## src/pls_regs.vh

```
// Register map, field positions, reset values and encodings of the PHY status block
`ifndef PLS_REGS_VH
`define PLS_REGS_VH
// ----------------------------------------------------------------------
// Register offsets (chosen)
// ----------------------------------------------------------------------
`define PLS_ADDR_W 4
`define PLS_OFF_STAT1 4'h0
`define PLS_OFF_STAT2 4'h1
`define PLS_OFF_STAT3 4'h2
`define PLS_OFF_ADV 4'h3
`define PLS_OFF_IRQ_STAT 4'h4
`define PLS_OFF_IRQ_EN 4'h5
`define PLS_OFF_IRQ_CLR 4'h6
`define PLS_OFF_CTRL 4'h7
// ----------------------------------------------------------------------
// Status one fields
// ----------------------------------------------------------------------
`define PLS_S1_ABLE_MSB 14
`define PLS_S1_ABLE_LSB 11
`define PLS_S1_DONE 5
`define PLS_S1_RFAULT 4
`define PLS_S1_CAPABLE 3
`define PLS_S1_LINK 2
`define PLS_S1_EXT 0
// ----------------------------------------------------------------------
// Status two and three fields
// ----------------------------------------------------------------------
`define PLS_S2_POL 4
`define PLS_S2_FIXED 16'h000B
`define PLS_S3_MODE_MSB 4
`define PLS_S3_MODE_LSB 2
`define PLS_S3_FIXED 16'h0040
`define PLS_MODE_FAST_FULL 3'h6
`define PLS_MODE_SLOW_FULL 3'h5
`define PLS_MODE_FAST_HALF 3'h2
`define PLS_MODE_SLOW_HALF 3'h1
`define PLS_MODE_NONE 3'h0
`define PLS_MODE_FAST_BIT 1
`define PLS_S1_ABLE_ALL 4'hF
`define PLS_IRQ_NONE 3'h0
// ----------------------------------------------------------------------
// Advertisement fields
// ----------------------------------------------------------------------
`define PLS_ADV_FAULT 13
`define PLS_ADV_PAUSE_MSB 11
`define PLS_ADV_PAUSE_LSB 10
`define PLS_ADV_FF 8
`define PLS_ADV_FH 7
`define PLS_ADV_SF 6
`define PLS_ADV_SH 5
`define PLS_ADV_SEL_MSB 4
`define PLS_ADV_WMASK 16'h2DFF
`define PLS_ADV_RESET 16'h01E1
// ----------------------------------------------------------------------
// Interrupt and control fields
// ----------------------------------------------------------------------
`define PLS_IRQ_W 3
`define PLS_IRQ_DONE 0
`define PLS_IRQ_FAULT 1
`define PLS_IRQ_LINKDN 2
`define PLS_CTRL_NEG_EN 0
`define PLS_CTRL_RESTART 1
`define PLS_CTRL_RESET 16'h0001
`endif

```

## src/pls_regs.v

```verilog
// Status, advertisement and interrupt registers of a 10/100 PHY
`timescale 1ns/1ps
`include "pls_regs.vh"
//
// Summary of operation
// - Four fixed ability flags, bits 14..11 of status one, always read 1.
// - Negotiation-complete bit 5 reads 1 after negotiation finishes, else 0.
// - Remote-fault bit 4 latches high, clears after status one read.
// - Negotiation-capable bit 3 always reads 1.
// - Link bit 2 reads 1 only if link stayed up since last read.
// - Extended-registers bit 0 always reads 1.
// - Status two bit 4 shows reversed receive pair in 10 Mb/s mode.
// - Status three bits 4..2 encode resolved speed and duplex.
// - Advertisement bit 15, next page, reads 0.
// - Advertisement bit 13 is writable local fault, reset 0.
// - Advertisement bits 11..10 are writable pause mode.
// - Advertisement bits 8..5 writable abilities, reset 1.
// - Advertisement bits 14, 12, 9 read 0, not writable.
// - Advertisement word is sent to the partner during negotiation.
// - Mode resolves fast full, fast half, slow full, slow half.
// - Partner without negotiation: parallel detection, speed only, half duplex.
module pls_regs (
  input wire CLK,
  input wire SRST,
  input wire [3:0] ADDR,
  input wire [15:0] WDATA,
  input wire WR,
  input wire RD,
  output reg [15:0] RDATA,
  input wire LINK_UP,
  input wire REMOTE_FAULT,
  input wire RECEIVE_PAIR_REVERSED,
  input wire PARTNER_VALID,
  input wire PARTNER_NEG_ABLE,
  input wire [15:0] PARTNER_WORD,
  input wire PARTNER_FAST,
  output reg [15:0] ADV_WORD,
  output reg ADV_SEND,
  output reg IRQ
);
  // ----------------------------------------------------------------------
  // Mode resolution
  // ----------------------------------------------------------------------
  function [2:0] resolve;
    input [15:0] loc;
    input [15:0] rem;
    reg [15:0] both;
    begin
      both = loc & rem;
      if (both[`PLS_ADV_FF])
        resolve = `PLS_MODE_FAST_FULL;
      else if (both[`PLS_ADV_FH])
        resolve = `PLS_MODE_FAST_HALF;
      else if (both[`PLS_ADV_SF])
        resolve = `PLS_MODE_SLOW_FULL;
      else if (both[`PLS_ADV_SH])
        resolve = `PLS_MODE_SLOW_HALF;
      else
        resolve = `PLS_MODE_NONE;
    end
  endfunction

  localparam ST_IDLE = 2'h0;
  localparam ST_NEG = 2'h1;
  localparam ST_DONE = 2'h2;

  reg [1:0] state_reg;
  reg [1:0] state_next;
  reg [15:0] adv_reg;
  reg [15:0] ctrl_reg;
  reg done_reg;
  reg [2:0] mode_reg;
  reg [2:0] mode_next;
  reg fault_reg;
  reg link_reg;
  reg pol_reg;
  reg [2:0] irq_stat_reg;
  reg [2:0] irq_en_reg;
  reg link_prev_reg;
  reg [15:0] rdata_next;
  wire wr_adv = WR && (ADDR == `PLS_OFF_ADV);
  wire wr_ctrl = WR && (ADDR == `PLS_OFF_CTRL);
  wire rd_s1 = RD && (ADDR == `PLS_OFF_STAT1);
  wire restart = wr_ctrl && WDATA[`PLS_CTRL_RESTART];
  wire neg_en = ctrl_reg[`PLS_CTRL_NEG_EN];
  wire [2:0] events = {link_prev_reg & ~LINK_UP, REMOTE_FAULT, state_next == ST_DONE &&
    state_reg != ST_DONE};

  // ----------------------------------------------------------------------
  // Negotiation sequencer
  // ----------------------------------------------------------------------
  always @* begin
    state_next = state_reg;
    mode_next = mode_reg;
    case (state_reg)
      ST_IDLE: begin
        if (neg_en && !LINK_UP)
          state_next = ST_NEG;
      end
      ST_NEG: begin
        if (PARTNER_VALID) begin
          state_next = ST_DONE;
          if (!PARTNER_NEG_ABLE)
            mode_next = PARTNER_FAST ? `PLS_MODE_FAST_HALF : `PLS_MODE_SLOW_HALF;
          else
            mode_next = resolve(adv_reg, PARTNER_WORD);
        end
      end
      ST_DONE: begin
        if (!LINK_UP)
          state_next = ST_NEG;
      end
      default: state_next = ST_IDLE;
    endcase
    if (!neg_en)
      state_next = ST_IDLE;
    else if (restart)
      state_next = ST_NEG;
  end

  // ----------------------------------------------------------------------
  // Read mux
  // ----------------------------------------------------------------------
  always @* begin
    rdata_next = 16'h0000;
    case (ADDR)
      `PLS_OFF_STAT1: begin
        rdata_next[`PLS_S1_ABLE_MSB:`PLS_S1_ABLE_LSB] = `PLS_S1_ABLE_ALL;
        rdata_next[`PLS_S1_DONE] = done_reg;
        rdata_next[`PLS_S1_RFAULT] = fault_reg;
        rdata_next[`PLS_S1_CAPABLE] = 1'b1;
        rdata_next[`PLS_S1_LINK] = link_reg;
        rdata_next[`PLS_S1_EXT] = 1'b1;
      end
      `PLS_OFF_STAT2: begin
        rdata_next = `PLS_S2_FIXED;
        rdata_next[`PLS_S2_POL] = pol_reg;
      end
      `PLS_OFF_STAT3: begin
        rdata_next = `PLS_S3_FIXED;
        rdata_next[`PLS_S3_MODE_MSB:`PLS_S3_MODE_LSB] = mode_reg;
      end
      `PLS_OFF_ADV: rdata_next = adv_reg & `PLS_ADV_WMASK;
      `PLS_OFF_IRQ_STAT: rdata_next = {13'h0000, irq_stat_reg};
      `PLS_OFF_IRQ_EN: rdata_next = {13'h0000, irq_en_reg};
      `PLS_OFF_CTRL: rdata_next = ctrl_reg;
      default: rdata_next = 16'h0000;
    endcase
    if (!RD)
      rdata_next = 16'h0000;
  end

  // ----------------------------------------------------------------------
  // Registers
  // ----------------------------------------------------------------------
  always @(posedge CLK) begin
    if (SRST) begin
      state_reg <= ST_IDLE;
      adv_reg <= `PLS_ADV_RESET;
      ctrl_reg <= `PLS_CTRL_RESET;
      done_reg <= 1'b0;
      mode_reg <= `PLS_MODE_NONE;
      fault_reg <= 1'b0;
      link_reg <= 1'b0;
      pol_reg <= 1'b0;
      irq_stat_reg <= `PLS_IRQ_NONE;
      irq_en_reg <= `PLS_IRQ_NONE;
      link_prev_reg <= 1'b0;
      RDATA <= 16'h0000;
      ADV_WORD <= `PLS_ADV_RESET;
      ADV_SEND <= 1'b0;
      IRQ <= 1'b0;
    end else begin
      state_reg <= state_next;
      mode_reg <= mode_next;
      done_reg <= (state_next == ST_DONE);
      link_prev_reg <= LINK_UP;
      RDATA <= rdata_next;
      if (wr_adv)
        adv_reg <= WDATA & `PLS_ADV_WMASK;
      if (wr_ctrl)
        ctrl_reg <= {15'h0000, WDATA[`PLS_CTRL_NEG_EN]};
      // Latch high, set wins over read clear
      fault_reg <= REMOTE_FAULT | (fault_reg & ~rd_s1);
      // Latch low, reload from live level on read
      link_reg <= rd_s1 ? LINK_UP : (link_reg & LINK_UP);
      // Polarity only meaningful at 10 Mb/s
      pol_reg <= RECEIVE_PAIR_REVERSED && !mode_reg[`PLS_MODE_FAST_BIT];
      // Set wins over clear
      irq_stat_reg <= events | (irq_stat_reg &
        ~((WR && ADDR == `PLS_OFF_IRQ_CLR) ? WDATA[`PLS_IRQ_W-1:0] : `PLS_IRQ_NONE));
      if (WR && ADDR == `PLS_OFF_IRQ_EN)
        irq_en_reg <= WDATA[`PLS_IRQ_W-1:0];
      IRQ <= |(irq_stat_reg & irq_en_reg);
      ADV_WORD <= adv_reg & `PLS_ADV_WMASK;
      ADV_SEND <= (state_reg == ST_NEG);
    end
  end
endmodule // pls_regs

```

## config.mk

```make
export PLATFORM = sky130hd
export DESIGN_NAME = pls_regs
export DESIGN_NICKNAME = d
export VERILOG_FILES = /design/src/pls_regs.v
export VERILOG_INCLUDE_DIRS = /design/src
export SDC_FILE = /design/constraint.sdc
export NUM_CORES = 1
export LEC_CHECK = 0
export BUFFER_PORTS_ARGS = -buffer_cell sky130_fd_sc_hd__buf_4
export CAP_MARGIN = 20
export CELL_PAD_IN_SITES_DETAIL_PLACEMENT = 1
export CELL_PAD_IN_SITES_GLOBAL_PLACEMENT = 1
export CORE_MARGIN = 5
export CORE_UTILIZATION = 38
export DETAILED_ROUTE_END_ITERATION = 16
export HOLD_SLACK_MARGIN = 0.02
export PLACE_DENSITY = 0.84
export SETUP_SLACK_MARGIN = 0.02
export SYNTH_ARGS = -nofsm -noshare
export SYNTH_HDL_FRONTEND = slang
export SYNTH_SLANG_ARGS = --single-unit
```

## constraint.sdc

```tcl
create_clock -name CLK -period 2.5 [get_ports CLK]
set_clock_uncertainty 0.1 [all_clocks]
set_input_delay 0.25 -clock CLK [delete_from_list [all_inputs] [get_ports CLK]]
set_output_delay 0.25 -clock CLK [all_outputs]
set_load 0.05 [all_outputs]
```

# Word-level counts from Yosys, hierarchy flattened
# Cells that the tools add are included.
# W data, S select, Z words.
# totals
regBits	62
out_inout_bits	34
# op_classes
n_eq_ne	11
muxes	19
bitwise	12
n_reduce_logical	17
# ops
cell	count
$pmux W4 S6	1
$eq A4 B3 Y1 const B	4
$mux W3	5
$mux W2	6
$pmux W5 S2	1
$and A9 B9 Y9	1
$logic_and A1 B1 Y1	9
$eq A4 B2 Y1 const B	2
$pmux W4 S2	1
$and A3 B3 Y3	2
$pmux W2 S3	1
$pmux W1 S5	1
$eq A2 B2 Y1 const B	2
$eq A4 B1 Y1 const B	1
$logic_not A4 Y1	1
$pmux W1 S4	1
$reduce_or A2 Y1	2
$and A1 B1 Y1	3
$not A1 Y1	3
$not A3 Y3	1
$or A3 B3 Y3	1
$reduce_or A3 Y1	1
$eq A2 B1 Y1 const B	1
$logic_not A1 Y1	2
other kinds (5)	6

# Longest topological paths before layout
# Gate-level depths: netlist of the first run.
# depth
depth_word	9
ltp_mapped	6
mapped_depth_nobuf	4

# Worst setup path after synthesis of the first run
# Ideal clock, no wire load.
# synth_path
path_type	input to register
startpoint	input port ADDR[2]
endpoint	register adv_reg[6]
setup_ps	120
t_arrival_ps	1137
slack_ps	1144
stages	5
path_buffers	2
path_cell_list	buf_2 > nor2_2 > nand3_4 > buf_6 > a211o_1
# synth_between
elab_chain_cells	2
# synth_lines
item	line	rtl
from (decl)	pls_regs.v:25	input wire [3:0] ADDR,
$eq A4 B2 Y1	n/a	
$logic_and A1 B1 Y1	pls_regs.v:81	wire wr_adv = WR && (ADDR == `PLS_OFF_ADV);
to (signal assigned)	pls_regs.v:159	adv_reg <= `PLS_ADV_RESET;
to (signal assigned)	pls_regs.v:180	adv_reg <= WDATA & `PLS_ADV_WMASK;
to (decl)	pls_regs.v:69	reg [15:0] adv_reg;
# Every way passes these cells.
# A chain may end at the register's enable or synchronous reset.

# Final worst setup path of the first run
# layout_path
startpoint	input port ADDR[1]
endpoint	register adv_reg[6]
# The elaborated chain is that of the path after synthesis.

==> results.md, run 1 <==
- Iteration-0 DRC Markers: 91
- Avg WL per Cell: 15.2 um
- Area of the core: 0.00544 mm2
- Post-Layout Cell Count: 343
- Vias in the first global route: 1,821
- Clock buffer count from CTS: 5
- Antenna violations before repair: 0
- Routed WL: 5220 um
- Largest family of logic cells by synthesized area: simple AND/OR/NAND/NOR gates
- Num rows: 27
- Die X: 84.4 um
- Setup TNS: 0 ps
- Pin count of the biggest net entering global routing: 43
- Crit-path max cell delay: 370 ps
- Post-synthesis mux area share: 0.0630
- RSZ-0062 raised after global routing: no
- Post-synthesis area per instance: 9.70 um2
- Clock Pin Slew Worst Setup and Hold Paths: 90 ps
- Area after DPL: 0.00254 mm2
- Post-CTS Setup Bufs: 0
- Post-synthesis simple-gate area fraction: 0.204
- Fin util: 0.483
- Cts hold-fix bufs: 0
- CP arrival: 1450 ps
- # clock sinks: 56
- Type of the tightest min-delay check: input pin to flop
- Final design instance area without fill: 0.00263 mm2
- Max-slew violations: 0
- Netlist Area Pre-Place: 0.00210 mm2
- Final hold violations: 0
- DR vias/cell: 4.97
- # placed instances: 335
- Top FF cell, synth: dfxtp_1
- Xor/xnor share of the synthesized area: 0
- Max reg flops: 13
- Initial core utilization: 0.387
- H-tree depth: 2
- Post-synthesis compound-gate area fraction: 0.127
- Critical path's slowest cell: a211o_1
- Area Overhead vs Synth: 24.9%
- Post-synthesis cell count: 217
- P per Cell Area: 603 mW/mm2
- Clk Latency, worst-skew pair: 300 ps
- CP Capture Type: flop
- Share of synthesized registers carrying an async set or reset: 0
- Seq/Total Area, Yosys: 0.533
- Ports: 80
- CTS tree: built
- Number of diodes: 0
- CTS resizes: 0
- Post-route antenna net violation count: 0
- First-pass GRT wire length: 8690 um
- Via count: 1,706
- CP Cell Sequence: buf_4 -> and2_1 -> nand3_4 -> a211o_1
- Worst VDD drop: 310 uV
- Status: finished clean
- Setup crit start kind: input pin
- Max Cap Viol: 0
- Hold path cells: 2
- Library cells used by synthesis: 40
- Hold slack: 62.6 ps
- Root buf cell: clkbuf_8
- Residual DRC: 0
- Die H: 84.4 um
- Port Buf Inserts: 57
- Yosys reg bits: 56
- Kind of critical path: input pin to flop
- Final setup viols: 0
- CTS Buffer Depth: 2
- R2R Setup Slk: 1230 ps
- Placer congestion estimate: 0.775
- Share of cells above drive strength 1: 0.269
- Register area: 0.00112 mm2
- Worst Reg2Reg Path Length in Cells: 3
- Period utilization: 0.540
- # nets final: 316
- Pre-Repair DR Iteration Count: 4
- Dpl hpwl: 3950 um
- Number of enable flip-flop cells after synthesis: 0
- Fmax: 741 MHz
- Grt ovf: 0
- Tot GR Track Use: 0.152
- Die footprint: 0.00713 mm2
- Req. time, crit path: 2600 ps
- Min Tclk post-route: 1350 ps
- Critical Path Fanout Max: 17
- Leakage: 1.14 nW
- Fill count: 645
- Ys Warns: 0
- Multi-input combinational cell area: 852 um2
- Synth Area in Adders: 0
## cell usage after synthesis (all sizes together) (2+ instances only)
cell type	instances	area (um2)
a211o	8	70.1
nand2b	3	18.8
a22oi	2	15.0
a21oi	9	45.0
o22ai	2	12.5
buf	11	78.8
nor3b	2	15.0
nor2	34	130
dfxtp	56	1120
nand2	5	18.8
clkbuf	5	18.8
a22o	2	17.5
a221oi	2	17.5
a311oi	2	17.5
inv	14	52.6
o21ai	4	20.0
and2	4	25.0
nor2b	14	87.6
or2	5	31.3
nand3	6	42.5
nor3	2	15.0
nand3b	4	30.0
mux2i	11	110
## metrics by stage
stage	setup slack, ps	power [W]
5_1_grt	1070	0.00165
3_5_place_dp	822	0.00113
4_1_cts	1150	0.00160
2_1_floorplan	1140	0.00106
6_report	1150	0.00159
3_3_place_gp	871	0.00112
## cells in the final DEF (no fill, tap or decap), types with 2 or more instances in the layout
master,count
buf_4,57
dfxtp_1,56
nor2_1,33
nor2b_1,14
inv_1,13
mux2i_1,11
a21oi_1,9
a211o_1,8
conb_1,6
or2_2,5
nand2_1,5
nand3_1,5
clkbuf_8,5
and2_1,4
nand3b_1,4
nand2b_1,3
o21ai_1,3
nor3b_1,2
a311oi_1,2
a22oi_1,2
a22o_1,2
a221oi_1,2
o22ai_1,2
clkbuf_1,2
## report_power, final
part	leakage (nW)	internal, W	total, W	switching, W
combinational	0.645	0.0000696	0.000181	0.000111
clock	0.0424	0.000201	0.000480	0.000279
sequential	0.455	0.000912	0.000925	0.0000123
## metal layers
metal / up-vias / wire, um / global-route usage
met5: - / 0 / 0
met4: 0 / 93 / 0.0532
met3: 8 / 337 / 0.0412
met2: 64 / 2620 / 0.273
met1: 807 / 2160 / 0.172
li1: 827 / - / -
## final timing paths
| kind | endpoint | from |
|---|---|---|
| worst max-delay path | adv_reg[6]$_SDFFE_PP1P_ | ADDR[1] |
| worst min-delay path | irq_stat_reg[2]$_SDFF_PP0_ | WDATA[2] |
| worst max register to register | mode_reg[2]$_SDFFE_PP0P_ | state_reg[1]$_SDFF_PP0_ |
| worst min register to register | link_reg$_SDFF_PP0_ | link_reg$_SDFF_PP0_ |
## final cells by class
class	instances	share of cell area
sequential	56	0.426
multi-input combinational	136	0.324
timing repair buffer	57	0.163
tap	72	0.0343
clock buffer	7	0.0290
inverter	14	0.0200
clock inverter	1	0.00333
## logic make-up (layout without fill, tap and decap cells)
group / count (synthesis) / count (layout)
and+or+nand+nor: 81 / 81
other: 1 / 6
buffers and inverters: 30 / 79
muxes: 12 / 12
AOI/OAI and AO/OA: 37 / 37
DFF: 56 / 56
## critical path: cells and delay by family
| kind | cells | cell delay (ps) |
|---|---|---|
| and+or+nand+nor | 2 | 640 |
| buffers and inverters | 1 | 190 |
| AOI/OAI and AO/OA | 1 | 370 |
Note: power is estimated with default switching activity, not from simulation.
==> run 2: changes to the inputs <==
--- a/config.mk
+++ b/config.mk
@@ -11,10 +11,10 @@
 export CELL_PAD_IN_SITES_DETAIL_PLACEMENT = 1
 export CELL_PAD_IN_SITES_GLOBAL_PLACEMENT = 1
 export CORE_MARGIN = 5
-export CORE_UTILIZATION = 38
+export CORE_UTILIZATION = 35
 export DETAILED_ROUTE_END_ITERATION = 16
 export HOLD_SLACK_MARGIN = 0.02
-export PLACE_DENSITY = 0.84
+export PLACE_DENSITY = 0.79
 export SETUP_SLACK_MARGIN = 0.02
 export SYNTH_ARGS = -nofsm -noshare
 export SYNTH_HDL_FRONTEND = slang
==> constraint.sdc (replaced) <==
create_clock -name CLK -period 1.3 [get_ports CLK]
set_clock_uncertainty 0.1 [all_clocks]
set_input_delay 0.13 -clock CLK [delete_from_list [all_inputs] [get_ports CLK]]
set_output_delay 0.13 -clock CLK [all_outputs]
set_load 0.05 [all_outputs]
==> run 2 against run 1 <==
Against the previous run:
- the run now ends with setup timing left
- cell count up 8.7%
- utilization increased by 1.2 points
- critical path depth is 1 lower
- power is 110% higher
==> results.md, run 2 (synthesized netlist as in run 1, its figures left out) <==
- Setup TNS: -38.4 ps (-38.4 ps)
- Area of the core: 0.00589 mm2 (+8.2%)
- Initial core utilization: 0.358 (-0.0294)
- Max Cap Viol: 0 (unchanged)
- Residual DRC: 0 (unchanged)
- Die H: 87.5 um (+3.7%)
- Hold slack: 34.9 ps (-27.7 ps)
- Die X: 87.5 um (+3.7%)
- RSZ-0062 raised after global routing: yes
- CP Capture Type: flop
- Final setup viols: 1 (+1)
- # placed instances: 356 (+6.3%)
- Pin count of the biggest net entering global routing: 17 (-60%)
- Commonest non-fill, non-tap cells in the layout: buf_4 (75), dfxtp_1 (54), nor2_1 (33)
- # nets final: 345 (+9.2%)
- H-tree depth: 2 (unchanged)
- CP arrival: 1480 ps (+30 ps)
- Clock Pin Slew Worst Setup and Hold Paths: 90 ps (about the same)
- Leakage: 1.29 nW (+13%)
- Worst VDD drop: 518 uV (+67%)
- Area Overhead vs Synth: 38.4%
- Via count: 1,795 (+5.2%)
- Type of the tightest min-delay check: input pin to flop
- Antenna violations before repair: 0 (unchanged)
- Status: complete, but fails checks
- Final setup margin: -38.4 ps (-1190 ps)
- Dpl hpwl: 4450 um (+13%)
- Final hold violations: 0 (unchanged)
- Reg2reg start: state_reg[1]$_SDFF_PP0_
- Number of diodes: 0 (unchanged)
- Share of cells above drive strength 1: 0.322 (+0.0528)
- CTS tree: built
- DR WL met2: 3110 um (+19%)
- Area after DPL: 0.00270 mm2 (+6.0%)
- DR vias/cell: 4.81 (-3.2%)
- Grt ovf: 0 (unchanged)
- Port Buf Inserts: 57 (unchanged)
- Post-Layout Cell Count: 373 (+8.7%)
- Period utilization: 1.03
- Clock buffer count from CTS: 5 (unchanged)
- Routed WL: 5930 um (+14%)
- P per Cell Area: 1120 mW/mm2 (+86%)
- Fill count: 700 (+8.5%)
- First-pass GRT wire length: 9360 um (+7.7%)
- Pre-Repair DR Iteration Count: 4 (unchanged)
- Fmax: 747 MHz
- Critical Path Fanout Max: 5 (-12)
- Vias in the first global route: 1,935 (+6.3%)
- Setup crit start kind: flop
- # clock sinks: 56 (unchanged)
- Max reg flops: 13 (unchanged)
- Avg WL per Cell: 15.9 um (+4.6%)
- Min Tclk post-route: 1340 ps
- Commonest non-fill, non-tap cell in the layout: buf_4
- Worst Hold Launch: PARTNER_NEG_ABLE
- Clk Latency, worst-skew pair: 300 ps (about the same)
- Ports: 80 (unchanged)
- Placer congestion estimate: 0.769 (-0.85%)
- Crit path launch: state_reg[1]$_SDFF_PP0_
- CTS Buffer Depth: 2 (unchanged)
- Iteration-0 DRC Markers: 59 (-35%)
- Root buf cell: clkbuf_8
- Req. time, crit path: 1440 ps (-1160 ps)
- DR top layer: met4
- Failing checks: setup timing
- Num rows: 28 (+3.7%)
- Die footprint: 0.00766 mm2 (+7.5%)
- Tot GR Track Use: 0.157 (+0.00476)
- Met1 WL: 2460 um (+14%)
- Max-slew violations: 0 (unchanged)
- Kind of critical path: flop to flop
- Final design instance area without fill: 0.00291 mm2 (+11%)
- Post-route antenna net violation count: 0 (unchanged)
- Met3 Wirelength: 275 um (-18%)
[run 2: changes by cell type in the layout (fill, tap and decap cells not counted), moves of 2 or more]
| cell | previous run | this run |
|---|---|---|
| dfxtp_2 | 0 | 2 |
| dlygate4sd3_1 | 0 | 10 |
| buf_4 | 57 | 75 |
| dfxtp_1 | 56 | 54 |
| clkbuf_1 | 2 | 0 |
[run 2: cell type report]
class / instances / area [um2] / share of cell area
clock buffer: 5 / 68.8 / 0.0236
clock inverter: 1 / 30.0 / 0.0103
inverter: 14 / 52.6 / 0.0180
multi-input combinational: 136 / 861 / 0.296
sequential: 56 / 1120 / 0.386
tap: 75 / 93.8 / 0.0322
timing repair buffer: 86 / 683 / 0.235
[run 2: final timing paths]
check | endpoint | slack (ps) | cells after the start
max | mode_reg[2]$_SDFFE_PP0P_ | -40 | 3
min | mode_reg[0]$_SDFFE_PP0P_ | 30 | 3
max reg2reg | mode_reg[2]$_SDFFE_PP0P_ | -40 | 3
min reg2reg | link_reg$_SDFF_PP0_ | 360 | 2
[run 2: stage by stage]
| stage | utilization | worst slack, ps | total power (W) |
|---|---|---|---|
| 2_1_floorplan | - | 63.8 | 0.00204 |
| 3_3_place_gp | 0.458 | 15.6 | 0.00219 |
| 3_5_place_dp | 0.458 | -26.4 | 0.00221 |
| 4_1_cts | 0.493 | 23.4 | 0.00330 |
| 5_1_grt | 0.495 | -75.4 | 0.00340 |
| 6_report | 0.495 | -38.4 | 0.00327 |
[run 2: timing repair]
item | 4_1_cts | 5_1_grt
gates resized for setup | 0 | 4
hold buffers | 10 | 0
setup endpoints to repair | 1 | 3
endpoints found under the hold margin | 14 | 0
buffers inserted | 1 | 0
pin swaps | 0 | 5
[run 2: power breakdown]
part | switching [W] | leakage [nW] | internal [W]
combinational | 0.000233 | 0.783 | 0.000187
clock | 0.000518 | 0.0501 | 0.000554
sequential | 0.0000260 | 0.455 | 0.00176
[run 2: per-layer routing]
layer | vias to the layer above | GRT usage
met5 | - | 0
met4 | 0 | 0.0502
met3 | 7 | 0.0301
met2 | 48 | 0.292
met1 | 856 | 0.178
li1 | 884 | -
[run 2: worst max-delay path: stages (launching register included)]
cell and delay [ps]:
dfxtp_2 330, nand3b_1 310, a211o_1 380, a21oi_2 150
==> run 3: changes to the inputs <==
==> constraint.sdc (replaced) <==
create_clock -name CLK -period 1.4 [get_ports CLK]
set_clock_uncertainty 0.1 [all_clocks]
set_input_delay 0.14 -clock CLK [delete_from_list [all_inputs] [get_ports CLK]]
set_output_delay 0.14 -clock CLK [all_outputs]
set_load 0.05 [all_outputs]
==> run 3 against run 2 <==
Against the previous run:
- the flow now finishes without violations
- via count decreased by 2.9%
- design area decreased by 1.9%
- critical path depth unchanged
- setup slack improved by 200 ps
- first-iteration DRC count increased by 19%
- cell count decreased by 0.80%
- hold slack got worse by 9.0 ps
- die area unchanged
- power decreased by 12%
- sequential cell count unchanged
- largest cell class unchanged
- largest power group unchanged
==> results.md, run 3 (synthesized netlist as in run 1, its figures left out) <==
- Status: finished clean
- Cts hold-fix bufs: 11 (+1)
- Residual DRC: 0 (unchanged)
- Leakage: 1.26 nW (-2.3%)
- Clock buffer count from CTS: 5 (unchanged)
- Fin util: 0.485 (-0.00957)
- Final hold violations: 0 (unchanged)
- Pin count of the biggest net entering global routing: 17 (unchanged)
- # clock sinks: 56 (unchanged)
- Antenna violations before repair: 0 (unchanged)
- CP Capture Type: flop
- Commonest non-fill, non-tap cell in the layout: buf_4
- Post-Layout Cell Count: 370 (-0.80%)
- DR vias/cell: 4.71 (-2.1%)
- Die X: 87.5 um (unchanged)
- Post-CTS Setup Bufs: 0 (-1)
- CTS tree: built
- Die footprint: 0.00766 mm2 (unchanged)
- # nets final: 341 (-1.2%)
- Share of cells above drive strength 1: 0.298 (-0.0238)
- Crit path launch: state_reg[1]$_SDFF_PP0_
- Avg WL per Cell: 15.1 um (-4.8%)
- Req. time, crit path: 1550 ps (+110 ps)
- Area of the core: 0.00589 mm2 (unchanged)
- Crit path to: mode_reg[2]$_SDFFE_PP0P_
- Via count: 1,743 (-2.9%)
- Worst VDD drop: 401 uV (-22%)
- Setup TNS: 0 ps (+38.4 ps)
- Number of diodes: 0 (unchanged)
- Vias in the first global route: 1,811 (-6.4%)
- Grt ovf: 0 (unchanged)
- CTS Buffer Depth: 2 (unchanged)
- CTS resizes: 0 (unchanged)
- Min Tclk post-route: 1240 ps (-97.0 ps)
- Area Overhead vs Synth: 35.7%
- Num rows: 28 (unchanged)
- Clk Latency, worst-skew pair: 310 ps (about the same)
- Placer congestion estimate: 0.779 (+1.3%)
- Final setup margin: 159 ps (+197 ps)
- Max Cap Viol: 0 (unchanged)
- Worst slack, placed: 51.1 ps (+77.5 ps)
- Type of the tightest min-delay check: input pin to flop
- Clock Pin Slew Worst Setup and Hold Paths: 100 ps (about the same)
- Kind of critical path: flop to flop
- P per Cell Area: 1010 mW/mm2 (-10%)
- Routed WL: 5600 um (-5.6%)
- Port Buf Inserts: 57 (unchanged)
- Fmax: 806 MHz (+7.8%)
- RR Endpoint: mode_reg[2]$_SDFFE_PP0P_
- Setup crit start kind: flop
- Commonest non-fill, non-tap cells in the layout: buf_4 (70), dfxtp_1 (56), nor2_1 (33)
- First-pass GRT wire length: 8910 um (-4.8%)
- Reg2reg start: state_reg[1]$_SDFF_PP0_
- Max-slew violations: 0 (unchanged)
- Pre-Repair DR Iteration Count: 4 (unchanged)
- Max reg flops: 13 (unchanged)
- Fill count: 706 (+0.86%)
- H-tree depth: 2 (unchanged)
- Die H: 87.5 um (unchanged)
- Worst Reg2Reg Path Length in Cells: 3 (unchanged)
- R2R Setup Slk: 160 ps (+200 ps)
- RSZ-0062 raised after global routing: no
- Root buf cell: clkbuf_8
- Initial core utilization: 0.358 (unchanged)
- # placed instances: 352 (-1.1%)
- Critical Path Fanout Max: 6 (+1)
- Post-route antenna net violation count: 0 (unchanged)
- Ports: 80 (unchanged)
- Tot GR Track Use: 0.151 (-0.00543)
- Period utilization: 0.887 (-0.143)
- Dpl hpwl: 4080 um (-8.3%)
- CP arrival: 1390 ps (-90 ps)
- Iteration-0 DRC Markers: 70 (+19%)
- Final setup viols: 0 (-1)
[run 3: cell count changes in the layout (fill, tap and decap cells not counted)]
cell and delta:
a21oi_1 +1, a21oi_2 -1, a22oi_1 +1, a22oi_2 -1
buf_4 -5, bufinv_16 -1, clkinv_2 +1, clkinvlp_4 +1
dfxtp_1 +2, dfxtp_2 -2, dlygate4sd3_1 +1
[run 3: final cells by class]
| class | count | area (um2) | share of cell area |
|---|---|---|---|
| Clock inverter | 2 | 12.5 | 0.00438 |
| Inverter | 14 | 52.6 | 0.0184 |
| Sequential cell | 56 | 1120 | 0.392 |
| Tap cell | 75 | 93.8 | 0.0329 |
| Timing Repair Buffer | 82 | 656 | 0.230 |
| Multi-Input combinational cell | 136 | 852 | 0.298 |
| Clock buffer | 5 | 68.8 | 0.0241 |
[run 3: where the power goes]
group / internal, W / switching [W]
Clock: 0.000341 / 0.000523
Combinational: 0.000165 / 0.000208
Sequential: 0.00163 / 0.0000227
Total: 0.00214 / 0.000754
[run 3: worst min path at each step]
stage | from | to | slack [ps] | cells after the start
CTS | SRST | ADV_WORD[1]$_SDFF_PP0_ | 20 | 2
floorplan | SRST | link_prev_reg$_SDFF_PP0_ | 120 | 1
global route | SRST | ADV_WORD[1]$_SDFF_PP0_ | 30 | 2
global placement | WDATA[2] | irq_stat_reg[2]$_SDFF_PP0_ | 260 | 2
finish | SRST | ADV_WORD[1]$_SDFF_PP0_ | 30 | 2
detailed placement | WDATA[2] | irq_stat_reg[2]$_SDFF_PP0_ | 260 | 2
[run 3: per-layer routing]
layer | GRT usage | vias to the layer above | wire (um)
li1 | - | 877 | -
met4 | 0.0418 | 0 | 67
met5 | 0 | - | 0
met3 | 0.0405 | 6 | 322
met1 | 0.168 | 822 | 2360
met2 | 0.282 | 38 | 2850
[run 3: critical path, stage by stage, from the launching register on]
cell,delay [ps]
dfxtp_1,330
nand3b_1,300
a211o_1,320
a21oi_1,130
[run 3: per-stage QoR]
step / instance area, um2 / hold slack [ps] / total power [W]
2_1_floorplan: 2120 / 120 / 0.00190
3_3_place_gp: 2670 / 260 / 0.00203
3_5_place_dp: 2670 / 263 / 0.00204
4_1_cts: 2860 / 20.1 / 0.00290
5_1_grt: 2860 / 25.7 / 0.00300
6_report: 2860 / 25.9 / 0.00289
